**src/rtl/srl_pkg.sv**
```systemverilog
// constants shared by the shift/storage latch block
package srl_pkg;
	localparam int unsigned WIDTH      = 8;
	localparam int unsigned SYNC_STAGES = 3;
	localparam logic [7:0]  SHIFT_RST  = 8'h00;
	localparam logic [7:0]  STORE_RST  = 8'h00;
	localparam int unsigned FIRST_BIT  = 0;
	localparam int unsigned LAST_BIT   = 7;
endpackage : srl_pkg

```
**src/rtl/srl_pin_sync.sv**
```systemverilog
// three-stage pin synchroniser with agreement-based change detection
`timescale 1ns/1ps
module srl_pin_sync
(
	// clock and reset
	input  wire logic clk,
	input  wire logic rst_n,
	// pin and clean level
	input  wire logic pin,
	output logic      level
);
	logic s1_q;
	logic s2_q;
	logic s3_q;
	logic level_q;

	// first stage feeds only the second; level moves when stages two and three agree
	always_ff @(posedge clk or negedge rst_n)
	begin
		if (!rst_n)
		begin
			s1_q    <= 1'b0;
			s2_q    <= 1'b0;
			s3_q    <= 1'b0;
			level_q <= 1'b0;
		end
		else
		begin
			s1_q <= pin;
			s2_q <= s1_q;
			s3_q <= s2_q;
			if (s2_q == s3_q)
				level_q <= s3_q;
		end
	end

	assign level = level_q;
endmodule : srl_pin_sync

```
**src/rtl/srl_latch.sv**
```systemverilog
// serial-in shift register feeding a storage register with tri-state outputs
`timescale 1ns/1ps
// How it works
// - eight-stage shift register shifts only on shift clock rising edge
// - on rise with clear high, stage 0 takes serial in, others shift up
// - shift clock falling edge leaves shift stages unchanged
// - clear low forces every shift stage to zero, overriding everything
// - storage clock rising edge copies all eight shift stages to storage
// - storage holds value except on storage clock rising edge
// - output enable low drives outputs from storage, high releases them
// - shift and storage clocks are independent; shifting leaves the parallel outputs steady, only cascade moves
module srl_latch
	import srl_pkg::*;
#(
	parameter int unsigned W = WIDTH
)
(
	// system
	input  wire logic         clk,
	input  wire logic         rstn,
	// host pins
	input  wire logic         serial_in,
	input  wire logic         shift_clock,
	input  wire logic         shift_clear_n,
	input  wire logic         storage_clock,
	input  wire logic         output_enable_n,
	// parallel outputs, split into value and enable
	output logic [W-1:0]      parallel_out,
	output logic [W-1:0]      parallel_oe,
	output logic              parallel_out_first,
	output logic              parallel_out_last,
	// cascade
	output logic              cascade_serial_out
);
	////////////////////////////////////////////////////////////////////////
	// reset release through two flops
	logic rst_a_q;
	logic rst_b_q;
	logic rst_n;

	always_ff @(posedge clk or negedge rstn)
	begin
		if (!rstn)
		begin
			rst_a_q <= 1'b0;
			rst_b_q <= 1'b0;
		end
		else
		begin
			rst_a_q <= 1'b1;
			rst_b_q <= rst_a_q;
		end
	end
	assign rst_n = rst_b_q;

	////////////////////////////////////////////////////////////////////////
	// pin synchronisers
	logic si_s;
	logic sck_s;
	logic clr_n_s;
	logic stg_s;
	logic oe_s;
	logic oe_pin;

	// enable made active high ahead of its synchroniser, so the reset level of zero keeps outputs released
	assign oe_pin = ~output_enable_n;

	// all five paths have the same depth, so serial data keeps its place against the shift clock
	// clear reads as active for a few cycles after reset; harmless, the stages are zero then anyway
	srl_pin_sync u_si  (.clk(clk), .rst_n(rst_n), .pin(serial_in),     .level(si_s));
	srl_pin_sync u_sck (.clk(clk), .rst_n(rst_n), .pin(shift_clock),   .level(sck_s));
	srl_pin_sync u_clr (.clk(clk), .rst_n(rst_n), .pin(shift_clear_n), .level(clr_n_s));
	srl_pin_sync u_stg (.clk(clk), .rst_n(rst_n), .pin(storage_clock), .level(stg_s));
	srl_pin_sync u_oe  (.clk(clk), .rst_n(rst_n), .pin(oe_pin),        .level(oe_s));

	////////////////////////////////////////////////////////////////////////
	// edge detection on the clean clock levels
	// pin edge to register change is five clk edges: three sync flops, agreement, register
	logic sck_prev_q;
	logic stg_prev_q;
	logic sck_rise;
	logic stg_rise;

	// prev starts at the synchroniser's reset level, matching the idle-low clock pins
	// limitation: a clock pin held high through reset shows one rise once it has been seen
	always_ff @(posedge clk or negedge rst_n)
	begin
		if (!rst_n)
		begin
			sck_prev_q <= 1'b0;
			stg_prev_q <= 1'b0;
		end
		else
		begin
			sck_prev_q <= sck_s;
			stg_prev_q <= stg_s;
		end
	end

	// falling edges are never decoded, which is what leaves them without effect
	assign sck_rise = sck_s & ~sck_prev_q;
	assign stg_rise = stg_s & ~stg_prev_q;

	// one pin edge must move the registers exactly once
	a_sck_pulse: assert property (@(posedge clk) disable iff (!rst_n)
		sck_rise |=> !sck_rise)
		else $error("shift edge pulse too long");
	a_stg_pulse: assert property (@(posedge clk) disable iff (!rst_n)
		stg_rise |=> !stg_rise)
		else $error("storage edge pulse too long");

	////////////////////////////////////////////////////////////////////////
	// shift register
	logic [W-1:0] shift_q;
	logic [W-1:0] shift_d;
	logic [W-1:0] shift_next;

	// stage 0 takes the serial bit, so the first bit in ends at the last stage after eight rises
	assign shift_next = {shift_q[W-2:0], si_s};
	// clear dominates; falling edges fall through to hold
	assign shift_d = !clr_n_s ? SHIFT_RST[W-1:0]
		: sck_rise ? shift_next
		: shift_q;

	// only the released internal reset is asynchronous; clear is a sampled pin
	always_ff @(posedge clk or negedge rst_n)
	begin
		if (!rst_n)
			shift_q <= SHIFT_RST[W-1:0];
		else
			shift_q <= shift_d;
	end

	// clear, with or without a shift edge, empties every stage
	a_clear_zeroes: assert property (@(posedge clk) disable iff (!rst_n)
		!clr_n_s |=> shift_q == '0)
		else $error("shift not cleared");
	a_clear_wins: assert property (@(posedge clk) disable iff (!rst_n)
		!clr_n_s && sck_rise |=> shift_q == '0)
		else $error("shift edge beat clear");
	// a rise with clear high moves every stage by one; clear high without a rise holds
	a_shift_moves: assert property (@(posedge clk) disable iff (!rst_n)
		clr_n_s && sck_rise |=> shift_q == {$past(shift_q[W-2:0]), $past(si_s)})
		else $error("shift wrong");
	a_shift_holds: assert property (@(posedge clk) disable iff (!rst_n)
		clr_n_s && !sck_rise |=> $stable(shift_q))
		else $error("shift moved without edge");

	////////////////////////////////////////////////////////////////////////
	// storage register; clear does not touch it
	logic [W-1:0] store_q;
	logic [W-1:0] store_d;

	// shift_q sampled before this edge's shift, as with independent clocks
	assign store_d = stg_rise ? shift_q : store_q;

	// storage keeps its own reset; the clear pin never reaches it
	always_ff @(posedge clk or negedge rst_n)
	begin
		if (!rst_n)
			store_q <= STORE_RST[W-1:0];
		else
			store_q <= store_d;
	end

	// a rise copies the pre-edge shift value; nothing else, clear included, moves it
	// the two ends are checked apart as they also leave on their own ports
	a_store_loads: assert property (@(posedge clk) disable iff (!rst_n)
		stg_rise |=> store_q == $past(shift_q))
		else $error("store not loaded");
	a_out_ends: assert property (@(posedge clk) disable iff (!rst_n)
		stg_rise |=> parallel_out_first == $past(shift_q[FIRST_BIT]) && parallel_out_last == $past(shift_q[W-1]))
		else $error("end outputs not loaded");
	a_store_holds: assert property (@(posedge clk) disable iff (!rst_n)
		!stg_rise |=> $stable(store_q))
		else $error("store changed");
	a_store_indep: assert property (@(posedge clk) disable iff (!rst_n)
		sck_rise && !stg_rise |=> $stable(parallel_out))
		else $error("outputs moved on shift");
	a_clear_spares_store: assert property (@(posedge clk) disable iff (!rst_n)
		!clr_n_s && !stg_rise |=> $stable(store_q))
		else $error("clear reached storage");

	////////////////////////////////////////////////////////////////////////
	// outputs
	logic oe_q;

	// enable registered once more so value and enable both leave from flops
	always_ff @(posedge clk or negedge rst_n)
	begin
		if (!rst_n)
			oe_q <= 1'b0;
		else
			oe_q <= oe_s;
	end

	// value and enable are separate ports; the pad ring or bench forms the three-state pin
	// limitation: a disable reaches the pins five clk edges after the pin changes
	assign parallel_out       = store_q;
	assign parallel_oe        = {W{oe_q}};
	assign parallel_out_first = store_q[FIRST_BIT];
	assign parallel_out_last  = store_q[W-1];
	assign cascade_serial_out = shift_q[W-1];

	// enable follows the clean pin level once it has stood for a cycle
	a_oe_follows: assert property (@(posedge clk) disable iff (!rst_n)
		!oe_s ##1 !oe_s |-> parallel_oe == '0)
		else $error("outputs driven while disabled");
	a_oe_drives: assert property (@(posedge clk) disable iff (!rst_n)
		oe_s ##1 oe_s |-> parallel_oe == '1)
		else $error("outputs not driven");
	// cascade is the last stage: it moves only on shift edges and is emptied by clear
	a_cascade_follows: assert property (@(posedge clk) disable iff (!rst_n)
		clr_n_s && sck_rise |=> cascade_serial_out == $past(shift_q[W-2]))
		else $error("cascade missed shift");
	a_cascade_holds: assert property (@(posedge clk) disable iff (!rst_n)
		clr_n_s && !sck_rise |=> $stable(cascade_serial_out))
		else $error("cascade moved without edge");
	a_cascade_tail: assert property (@(posedge clk) disable iff (!rst_n)
		!clr_n_s |=> !cascade_serial_out)
		else $error("cascade not cleared");
endmodule : srl_latch

```
**config.mk**
```make
export PLATFORM = sky130hd
export DESIGN_NAME = srl_latch
export DESIGN_NICKNAME = d
export VERILOG_FILES = /design/src/rtl/srl_pkg.sv /design/src/rtl/srl_pin_sync.sv /design/src/rtl/srl_latch.sv
export SDC_FILE = /design/constraint.sdc
export NUM_CORES = 1
export LEC_CHECK = 0
export ABC_AREA = 0
export BUFFER_PORTS_ARGS = -buffer_cell sky130_fd_sc_hd__buf_2
export CAP_MARGIN = 25
export CORE_ASPECT_RATIO = 0.6
export CORE_MARGIN = 1
export CORE_UTILIZATION = 40
export DETAILED_ROUTE_END_ITERATION = 12
export HOLD_SLACK_MARGIN = 0.02
export PLACE_DENSITY_LB_ADDON = 0.08
export SLEW_MARGIN = 20
export SYNTH_ARGS = -nofsm -noshare
export SYNTH_HDL_FRONTEND = slang
export SYNTH_SLANG_ARGS = --single-unit
export TNS_END_PERCENT = 100
```
**constraint.sdc**
```tcl
create_clock -name clk -period 2.55 [get_ports clk]
set_input_delay 0.51 -clock clk [delete_from_list [all_inputs] [get_ports clk]]
set_output_delay 0.51 -clock clk [all_outputs]
set_load 0.1 [all_outputs]
```
==> results.rst, run 1 <==
.. list-table::
   :header-rows: 1

   * - Metric
     - Value
   * - CTS buffer count
     - 5
   * - TritonCTS clock tree
     - built
   * - Core Rows
     - 16
   * - Netlist area before placement
     - 1440 µm²
   * - Final antenna-violating net count
     - 0
   * - Gpl congestion
     - 0.630
   * - Hold crit path type
     - flop to asynchronous set/reset pin
   * - CP max-delay cell
     - buf_2
   * - Detailed Route Iter0 Violations
     - 25
   * - Total Neg Setup Slack
     - 0 ns
   * - Clock Latency Late Sink
     - 0.29 ns
   * - Area of combinational cells with multiple inputs
     - 308 µm²
   * - Vias post-DR
     - 663
   * - CP Cell Sequence
     - buf_2
   * - Setup Viol. Count Final
     - 0
   * - Net count, final
     - 116
   * - Worst Path Arrival
     - 1.18 ns
   * - DRC Markers
     - 0
   * - Drt first pass iters
     - 4
   * - Reg-to-Reg Start
     - u_sck.level
   * - Setup skew after layout
     - 0.00962 ns
   * - Final Instance Count excl. Fillers
     - 155
   * - Final critical delay including setup and external delays
     - 1.69 ns
   * - Count of input and output buffers
     - 25
   * - Layout Area Growth over Synthesis
     - 15.1%
   * - Antenna violations before repair
     - 0
   * - Syn_area_per_cell
     - 16.3 µm²
   * - Worst-path fanout max
     - 8
   * - Final cycle utilization of the critical path
     - 0.663
   * - Die Height
     - 48.4 µm
   * - Proportion of layout cells with a drive suffix above 1
     - 0.382
   * - Effective utilization at floorplan
     - 0.430
   * - Overall routed net length
     - 1880 µm
   * - IR drop worst, VDD
     - 0.439 mV
   * - Least-Margin Pin Slew
     - 0.874 ns
   * - Max Clock Freq
     - 0.592 GHz
   * - Max-Slew Margin vs Limit
     - 0.416
   * - Total number of yosys warnings
     - 0
   * - Gate family responsible for the most delay along the worst path
     - buffers and inverters
   * - Commonest cells after routing, fill and taps aside
     - dfrtp_1 (41), buf_2 (25), nand2_1 (9)
   * - Critical path launch point type
     - flop
   * - Distinct cell type count after synthesis
     - 12
   * - Average detailed-routed wire length per instance
     - 12.1 µm
   * - Fill cells
     - 297
   * - Number of cells in the design after placement
     - 146
   * - I/O pins
     - 26
   * - Yosys reg bits
     - 41
   * - Number of hold violations in the final report
     - 0
   * - Floorplan die width
     - 79.4 µm
   * - Seq. cell area
     - 1030 µm²
   * - Overall routing resource usage
     - 0.121
   * - Post-synthesis cell count
     - 88
   * - Clock-pin slew on the worst setup and hold paths
     - 0.08 ns
   * - Minimum setup slack among reg-to-reg paths
     - 1.09 ns
   * - Total count of max-transition violations in the final report
     - 0
   * - Detail-routed via count per cell
     - 4.28
   * - MaxCap Viol Count
     - 0
   * - Total number of H-tree levels
     - 2
   * - Sequential-to-total area share from yosys stat
     - 0.714
   * - Critical Path Stages
     - 1
   * - Clock Path Buffers
     - 2
   * - Worst Path Required
     - 2.04 ns
   * - Static Leak
     - 0.000821 µW
   * - First-pass GRT wire length
     - 3110 µm
   * - Count of buffer and inverter cells on the critical path
     - 1
   * - Most common cell after layout, fill and taps aside
     - dfrtp_1
   * - Unrepaired setup endpoints after global routing
     - false
   * - Final HPWL DP
     - 1290 µm
   * - Synth Net Count
     - 95
   * - Slowest cell delay on critical path
     - 0.46 ns
   * - Power density of the placed cells
     - 877 nW/µm²
   * - Post-CTS setup buffer count
     - 0
   * - Endpoint class of the critical path
     - primary output
   * - Result of the run
     - finished, final reports clean
   * - TritonCTS Sinks
     - 41
   * - WS Path Type
     - flop to primary output
   * - Cell depth of the worst flop-to-flop path
     - 2
   * - Die outline area
     - 3840 µm²
   * - Diode insertion count for antenna repair
     - 0
   * - Core box area
     - 3340 µm²
   * - Grt ovf
     - 0
   * - Root Buffer Master
     - clkbuf_8
   * - Reg-to-Reg End
     - shift_q[6]
   * - Number of global-route vias before repair
     - 641
   * - Largest net degree at the start of global routing
     - 26
[stage by stage]
stage / hold slack, ns / total power, µW / worst slack [ns] / util / instance area (µm²)
after floorplan: 0.214 / 927 / 0.700 / - / 1440
after global placement: 0.245 / 933 / 1.18 / 0.457 / 1530
after detailed placement: 0.253 / 936 / 1.10 / 0.457 / 1530
after CTS: 0.259 / 1470 / 0.836 / 0.494 / 1650
after global routing: 0.303 / 1500 / 0.796 / 0.494 / 1650
final: 0.232 / 1450 / 0.861 / 0.494 / 1650
[cell families after synthesis]
group / Yosys count / share of synthesized area
adders and majority gates: 5 / 0.0348
and+or+nand+nor: 11 / 0.0375
buffers and inverters: 14 / 0.0714
DFF: 41 / 0.714
other: 1 / 0.00261
muxes: 16 / 0.139
[layout make-up]
class                      count  share of cell area
inverter                       1             0.00227
sequential                    41               0.621
clock inverter                 1              0.0182
tap                           45              0.0341
clock buffer                   7              0.0522
multi-input combinational     33               0.186
timing repair buffer          27              0.0863
[Yosys cell counts, drive strengths merged]
cell	number	area, µm²
inv	1	3.75
mux2i	8	80.1
nand2	9	33.8
nor2b	2	20.0
buf	13	98.8
conb	1	3.75
maj3	5	50.1
dfrtp	41	1030
mux2	8	120
[power by group]
part | leakage [µW] | switching [µW] | internal, µW
logic | 0.000248 | 174 | 41.1
registers | 0.000514 | 24.8 | 682
clock network | 0.0000585 | 209 | 319
total | 0.000821 | 408 | 1040
[routing by layer]
layer | up-vias | part of all wire | GRT usage
met2 | 17 | 0.43 | 0.162
met1 | 322 | 0.49 | 0.148
met3 | 7 | 0.051 | 0.0566
met4 | 0 | 0.029 | 0.100
li1 | 317 | - | -
met5 | - | 0 | 0
[worst max path at each step]
| stage | startpoint | end |
|---|---|---|
| 2_1_floorplan | parallel_out[0] | parallel_out[0] |
| 3_3_place_gp | u_sck.level | shift_q[7] |
| 3_5_place_dp | u_sck.level | shift_q[6] |
| 4_1_cts | oe_q | parallel_oe[3] |
| 5_1_grt | oe_q | parallel_oe[3] |
| 6_report | oe_q | parallel_oe[3] |
[repair_timing]
action,4_1_cts,5_1_grt
endpoints found under the hold margin,2,0
hold buffers,1,0
gates resized for setup,0,0
[worst register-to-register path: cells and delay by family (launching register included)]
family	cells	cell delay (ns)
flops	1	0.37
mux	1	0.29
simple gates	1	0.71
Power figures use the tool's default switching activity.
==> run 2: changes to the inputs <==
ABC_AREA = 1   (was 0)
clock period = 1.5 ns   (was 2.55 ns; I/O delays follow)
==> run 2 against run 1 <==
Non-clock buffer count did not move. Count of clock-buffer cells in the layout fell by 2. Via count grew 34%. Sequential power increased by 71%. Flip-flop and latch count did not move. Combinational power increased by 62%. Die area rose by 2.5%. Cell count grew 33%. Critical endpoint is now parallel_oe[2]. Largest cell class unchanged. Highest routed layer unchanged.
==> results.rst, run 2 <==
.. list-table::
   :header-rows: 1

   * - Metric
     - Value
   * - Most frequently used cell type in the post-synthesis netlist
     - nand2_1
   * - Count of input and output buffers
     - 25 (unchanged)
   * - Clock Latency Late Sink
     - 0.29 ns (about the same)
   * - Die Height
     - 49 µm (+1.2%)
   * - Result of the run
     - finished, final reports clean
   * - Gate family responsible for the most delay along the worst path
     - buffers and inverters
   * - Post-synthesis cell count
     - 138 (+57%)
   * - Antenna violations before repair
     - 0 (unchanged)
   * - Worst-path fanout max
     - 8 (unchanged)
   * - Root Buffer Master
     - clkbuf_8
   * - Met2 wire length
     - 862 µm (+6.6%)
   * - Endpoint class of the critical path
     - primary output
   * - Share of the synthesized area in compound gates (AO/OA/AOI/OAI)
     - 0.0170 (+0.0170)
   * - Top post-synthesis cells by count
     - nand2_1 (46), dfrtp_1 (41), buf_4 (12), nand3_1 (9), nor2_1 (9)
   * - Floorplan die width
     - 80.3 µm (+1.2%)
   * - Average detailed-routed wire length per instance
     - 10.2 µm (-16%)
   * - First-pass GRT wire length
     - 3590 µm (+16%)
   * - Total count of max-transition violations in the final report
     - 0 (unchanged)
   * - Number of global-route vias before repair
     - 813 (+27%)
   * - Effective utilization at floorplan
     - 0.435 (+0.00564)
   * - Distinct cell type count after synthesis
     - 13 (+1)
   * - Total number of H-tree levels
     - 2 (unchanged)
   * - Commonest cells after routing, fill and taps aside
     - nand2_1 (46), dfrtp_1 (39), buf_2 (24)
   * - Synth Net Count
     - 145 (+53%)
   * - CP Cell Sequence
     - buf_2
   * - Portion of synthesized cell area occupied by the leading cell type
     - 0.697 (-0.0176)
   * - Core box area
     - 3380 µm² (+1.2%)
   * - Core Rows
     - 16 (unchanged)
   * - EDFF count, synth
     - 0 (unchanged)
   * - Power density of the placed cells
     - 1500 nW/µm² (+71%)
   * - Clock-pin slew on the worst setup and hold paths
     - 0.08 ns (about the same)
   * - Critical path launch point type
     - flop
   * - XOR/XNOR Fraction of Synth Area
     - 0 (unchanged)
   * - Gpl congestion
     - 0.732 (+16%)
   * - Sequential-to-total area share from yosys stat
     - 0.697 (-0.0176)
   * - Final HPWL DP
     - 1430 µm (+11%)
   * - Total routed wire length on the met1 layer
     - 1090 µm (+19%)
   * - Total number of yosys warnings
     - 0 (unchanged)
   * - Final cycle utilization of the critical path
     - 0.981
   * - Largest net degree at the start of global routing
     - 40 (+54%)
   * - Clock Path Buffers
     - 2 (unchanged)
   * - Worst Path Required
     - 1.20 ns (-0.84 ns)
   * - Die outline area
     - 3940 µm² (+2.5%)
   * - WS Path Type
     - flop to primary output
   * - Hold crit path type
     - input port to flop
   * - IR drop worst, VDD
     - 0.764 mV (+74%)
   * - Post-synthesis share of cell area spent on and, or, nand and nor gates
     - 0.195 (+0.157)
   * - Static Leak
     - 0.000975 µW (+19%)
   * - Top FF cell, synth
     - dfrtp_1
   * - Syn_area_per_cell
     - 10.7 µm² (-35%)
   * - Overall routing resource usage
     - 0.127 (+0.00566)
   * - Layout Area Growth over Synthesis
     - 16.8%
   * - Detail-routed via count per cell
     - 4.30 (+0.55%)
   * - Detailed Route Iter0 Violations
     - 53 (+110%)
   * - Final critical delay including setup and external delays
     - 1.47 ns
   * - DRC Markers
     - 0 (unchanged)
   * - Setup Viol. Count Final
     - 0 (unchanged)
   * - Overall routed net length
     - 2100 µm (+12%)
   * - CTS buffer count
     - 5 (unchanged)
   * - Proportion of layout cells with a drive suffix above 1
     - 0.261 (-0.121)
   * - MaxCap Viol Count
     - 0 (unchanged)
   * - Largest family of logic cells by synthesized area
     - simple AND/OR/NAND/NOR gates
   * - Vias post-DR
     - 886 (+34%)
   * - Final antenna-violating net count
     - 0 (unchanged)
   * - Share of synthesized registers carrying an async set or reset
     - 1.00 (unchanged)
   * - Post-CTS setup buffer count
     - 0 (unchanged)
   * - Most common cell after layout, fill and taps aside
     - nand2_1
   * - Pre-CTS setup slack
     - 0.338 ns (-0.764 ns)
   * - Netlist area before placement
     - 1470 µm² (+2.5%)
   * - Unrepaired setup endpoints after global routing
     - true
   * - Setup skew after layout
     - 0.00807 ns (-0.00155 ns)
   * - Routed wl met3
     - 130 µm (+35%)
   * - Worst Path Arrival
     - 1.17 ns (about the same)
   * - Slowest cell delay on critical path
     - 0.46 ns (about the same)
   * - Max Clock Freq
     - 0.679 GHz
   * - Yosys reg bits
     - 41 (unchanged)
   * - TritonCTS clock tree
     - built
   * - Diode insertion count for antenna repair
     - 0 (unchanged)
   * - Top cells by area in the synthesized netlist
     - dfrtp_1 (70%), nand2_1 (12%), buf_4 (6.1%)
   * - Grt ovf
     - 0 (unchanged)
   * - Synthesized-area fraction occupied by adder cells
     - 0 (-0.0348)
   * - CP max-delay cell
     - buf_2
   * - Largest area contributor in the netlist
     - dfrtp_1
   * - Worst setup slack after layout
     - 0.0281 ns (-0.832 ns)
   * - Drt first pass iters
     - 4 (unchanged)
   * - Top layer reached by signal wires
     - met4
   * - Net count, final
     - 167 (+44%)
   * - I/O pins
     - 26 (unchanged)
   * - Share of cell area taken by muxes after synthesis
     - 0 (-0.139)
   * - Number of hold violations in the final report
     - 0 (unchanged)
   * - TritonCTS Sinks
     - 41 (unchanged)
   * - Total Neg Setup Slack
     - 0 ns (unchanged)
   * - Count of buffer and inverter cells on the critical path
     - 1 (unchanged)
==> run 2: final timing paths <==
check / startpoint / end / slack, ns / cells after the start
hold reg to reg: rst_b_q / u_stg.s2_q / 0.28 / 1
setup / recovery: oe_q / parallel_oe[2] / 0.03 / 1
max in group asynchronous: rst_b_q / parallel_out[7] / 0.87 / 1
setup reg to reg: u_stg.level / parallel_out[4] / 0.56 / 3
hold / removal: storage_clock / u_stg.s1_q / 0.11 / 1
min in group asynchronous: rst_b_q / u_stg.s2_q / 0.28 / 1
==> run 2: where the power goes <==
group          total [µW]  switching (µW)  internal (µW)
sequential           1210            50.7           1160
combinational         349             297           51.6
clock                1030             365            661
total                2580             713           1870
==> run 2: what timing repair did <==
| action | CTS | global route |
|---|---|---|
| gates resized for setup | 0 | 1 |
| hold buffers | 1 | 0 |
| endpoints found under the setup margin | 0 | 8 |
| endpoints found under the hold margin | 2 | 0 |
==> run 2: layer usage <==
layer	vias up	GRT usage
met4	0	0.0625
met2	26	0.187
met3	3	0.0561
met1	402	0.160
met5	-	0
li1	455	-
==> run 2: layout make-up <==
class | instances | area [µm²]
sequential | 41 | 1030
timing repair buffer | 27 | 145
clock buffer | 5 | 68.8
clock inverter | 3 | 65.1
fill | 306 | 1660
tap | 45 | 56.3
multi-input combinational | 74 | 315
inverter | 11 | 41.3
==> run 2: stage by stage <==
step	hold slack [ns]	util	total power, µW	cells	instance area, µm²
after floorplan	0.00441	-	1560	138	1480
after CTS	0.103	0.508	2620	206	1720
after detailed placement	0.0877	0.465	1580	197	1570
final	0.113	0.509	2580	206	1720
after global placement	0.0850	0.465	1580	197	1570
after global routing	0.0969	0.509	2690	206	1720
==> run 2: logic make-up after synthesis <==
group,after synthesis
compound gates,5
buf+inv,23
flops,41
other cells,1
simple gates,68
==> run 3: changes to the inputs <==
CORE_UTILIZATION = 45   (was 40)
==> run 3 against run 2 <==
Global-route usage up 0.73 points. First-iteration DRC count down 21%. Routed wire length down 5.0%. Worst setup slack better by 0.016 ns. Clock power about the same. Total power down 0.50%. Flip-flop and latch count unchanged. Non-clock buffer count unchanged. Via count down 0.45%. Count of clock-buffer cells in the layout unchanged. Critical endpoint is now parallel_oe[1]. Largest power group unchanged.
==> results.rst, run 3 (same netlist as run 2, synthesis figures left out) <==
.. list-table::
   :header-rows: 1

   * - Metric
     - Value
   * - Vias post-DR
     - 882 (-0.45%)
   * - Met2 wire length
     - 854 µm (-0.93%)
   * - Grt ovf
     - 0 (unchanged)
   * - Core box area
     - 2980 µm² (-12%)
   * - Worst Path Arrival
     - 1.16 ns (about the same)
   * - Cell depth of the worst flop-to-flop path
     - 3 (unchanged)
   * - Final cycle utilization of the critical path
     - 0.970 (-0.0108)
   * - Static Leak
     - 0.000975 µW (unchanged)
   * - Worst setup slack after layout
     - 0.0444 ns (+0.0162 ns)
   * - Effective utilization at floorplan
     - 0.494 (+0.0582)
   * - Drt first pass iters
     - 4 (unchanged)
   * - IR drop worst, VDD
     - 0.736 mV (-3.7%)
   * - Final HPWL DP
     - 1330 µm (-6.9%)
   * - Final antenna-violating net count
     - 0 (unchanged)
   * - Proportion of layout cells with a drive suffix above 1
     - 0.261 (unchanged)
   * - Clock Latency Late Sink
     - 0.29 ns (about the same)
   * - Most common cell after layout, fill and taps aside
     - nand2_1
   * - Layout Area Growth over Synthesis
     - 16.6%
   * - Critical path launch point type
     - flop
   * - Top layer reached by signal wires
     - met4
   * - Final critical delay including setup and external delays
     - 1.46 ns (-0.0162 ns)
   * - Root Buffer Master
     - clkbuf_8
   * - Total routed wire length on the met1 layer
     - 1010 µm (-7.1%)
   * - Commonest cells after routing, fill and taps aside
     - nand2_1 (46), dfrtp_1 (39), buf_2 (24)
   * - Count of input and output buffers
     - 25 (unchanged)
   * - Number of hold violations in the final report
     - 0 (unchanged)
   * - Final cell area excluding filler cells
     - 1720 µm² (-0.22%)
   * - Worst Path Required
     - 1.20 ns (about the same)
   * - Hold path endpoint
     - u_si.s1_q
   * - I/O pins
     - 26 (unchanged)
   * - Routed wl met3
     - 122 µm (-6.2%)
   * - DRC Markers
     - 0 (unchanged)
   * - Count of cells along the worst hold path
     - 1 (unchanged)
   * - MaxCap Viol Count
     - 0 (unchanged)
   * - Beginning of the worst hold path
     - serial_in
   * - CP Cell Sequence
     - buf_2
   * - Core Rows
     - 15 (-1)
   * - Max Clock Freq
     - 0.687 GHz (+1.1%)
   * - Critical Path Stages
     - 1 (unchanged)
   * - Count of buffer and inverter cells on the critical path
     - 1 (unchanged)
   * - Fill cells
     - 271 (-11%)
   * - Gpl congestion
     - 0.688 (-6.0%)
   * - TritonCTS Sinks
     - 41 (unchanged)
   * - Worst-path fanout max
     - 8 (unchanged)
   * - Post-detailed-placement cell area
     - 1570 µm² (-0.24%)
   * - Power density of the placed cells
     - 1500 nW/µm² (-0.28%)
   * - Unrepaired setup endpoints after global routing
     - true
   * - Result of the run
     - finished, final reports clean
   * - Die Height
     - 46.3 µm (-5.5%)
   * - Gate family responsible for the most delay along the worst path
     - buffers and inverters
   * - WS Path Type
     - flop to primary output
   * - Detailed Route Iter0 Violations
     - 42 (-21%)
   * - Net count, final
     - 167 (unchanged)
   * - TritonCTS clock tree
     - built
   * - Setup Viol. Count Final
     - 0 (unchanged)
   * - Antenna violations before repair
     - 0 (unchanged)
   * - Pre-CTS setup slack
     - 0.349 ns (+0.0111 ns)
   * - Reg-to-Reg Start
     - u_stg.level
   * - Total count of max-transition violations in the final report
     - 0 (unchanged)
   * - Clock-pin slew on the worst setup and hold paths
     - 0.08 ns (about the same)
   * - Endpoint class of the critical path
     - primary output
   * - Total number of H-tree levels
     - 2 (unchanged)
   * - Utilization after layout
     - 0.575 (+0.0668)
   * - Minimum setup slack among reg-to-reg paths
     - 0.58 ns (+0.02 ns)
   * - Slowest cell delay on critical path
     - 0.45 ns (about the same)
   * - First-pass GRT wire length
     - 3220 µm (-10%)
   * - Number of global-route vias before repair
     - 753 (-7.4%)
   * - Reg-to-Reg End
     - parallel_out[6]
   * - Diode insertion count for antenna repair
     - 0 (unchanged)
   * - CTS buffer count
     - 5 (unchanged)
   * - Average detailed-routed wire length per instance
     - 9.83 µm (-3.6%)
   * - Largest net degree at the start of global routing
     - 40 (unchanged)
   * - Post-CTS setup buffer count
     - 0 (unchanged)
   * - Overall routing resource usage
     - 0.134 (+0.00726)
   * - Hold crit path type
     - input port to flop
   * - Clock Path Buffers
     - 2 (unchanged)
   * - Die outline area
     - 3510 µm² (-11%)
   * - CP max-delay cell
     - buf_2
   * - Setup skew after layout
     - 0.00583 ns (-0.00224 ns)
   * - Floorplan die width
     - 75.9 µm (-5.6%)
   * - Detail-routed via count per cell
     - 4.34 (+1.0%)
   * - Overall routed net length
     - 2000 µm (-5.0%)
-- run 3: cell counts in the layout (fill, tap and decap cells not counted) --
Identical to the previous run, type by type.
-- run 3: what timing repair did --
item                                    in CTS  in global routing
hold endpoints to repair                     2                  0
endpoints found under the setup margin       0                  8
hold buffers                                 1                  0
gates resized for setup                      0                  1
-- run 3: layout make-up --
cell class	count	area, µm²	share of cell area
Clock buffer	5	68.8	0.0401
Sequential cell	41	1030	0.599
Inverter	11	41.3	0.0241
Clock inverter	3	65.1	0.0379
Timing Repair Buffer	27	145	0.0845
Multi-Input combinational cell	74	315	0.184
Tap cell	42	52.6	0.0306
-- run 3: metal layers --
layer	GRT usage	up-vias
met5	0	-
met4	0.0667	0
met3	0.0591	2
met2	0.195	24
met1	0.173	405
li1	-	451
-- run 3: metrics by stage --
| step | total power [µW] | TNS (ns) | cells | hold slack [ns] |
|---|---|---|---|---|
| finish | 2570 | 0 | 203 | 0.119 |
| global route | 2680 | -0.546 | 203 | 0.100 |
| CTS | 2610 | 0 | 203 | 0.104 |
| detailed placement | 1580 | 0 | 194 | 0.0883 |
| global placement | 1580 | 0 | 194 | 0.0852 |
| floorplan | 1560 | 0 | 138 | 0.00441 |
-- run 3: worst max path at each step --
stage	startpoint	endpoint	slack, ns
2_1_floorplan	parallel_out[0]	parallel_out[0]	0.15
3_3_place_gp	oe_q	parallel_oe[5]	0.37
3_5_place_dp	oe_q	parallel_oe[3]	0.35
4_1_cts	oe_q	parallel_oe[3]	0.02
5_1_grt	oe_q	parallel_oe[2]	-0.08
6_report	oe_q	parallel_oe[1]	0.04
-- run 3: power by group --
part / internal [µW] / switching [µW] / total (µW)
clock network: 661 / 353 / 1010
registers: 1160 / 50.5 / 1210
logic: 51.6 / 297 / 348
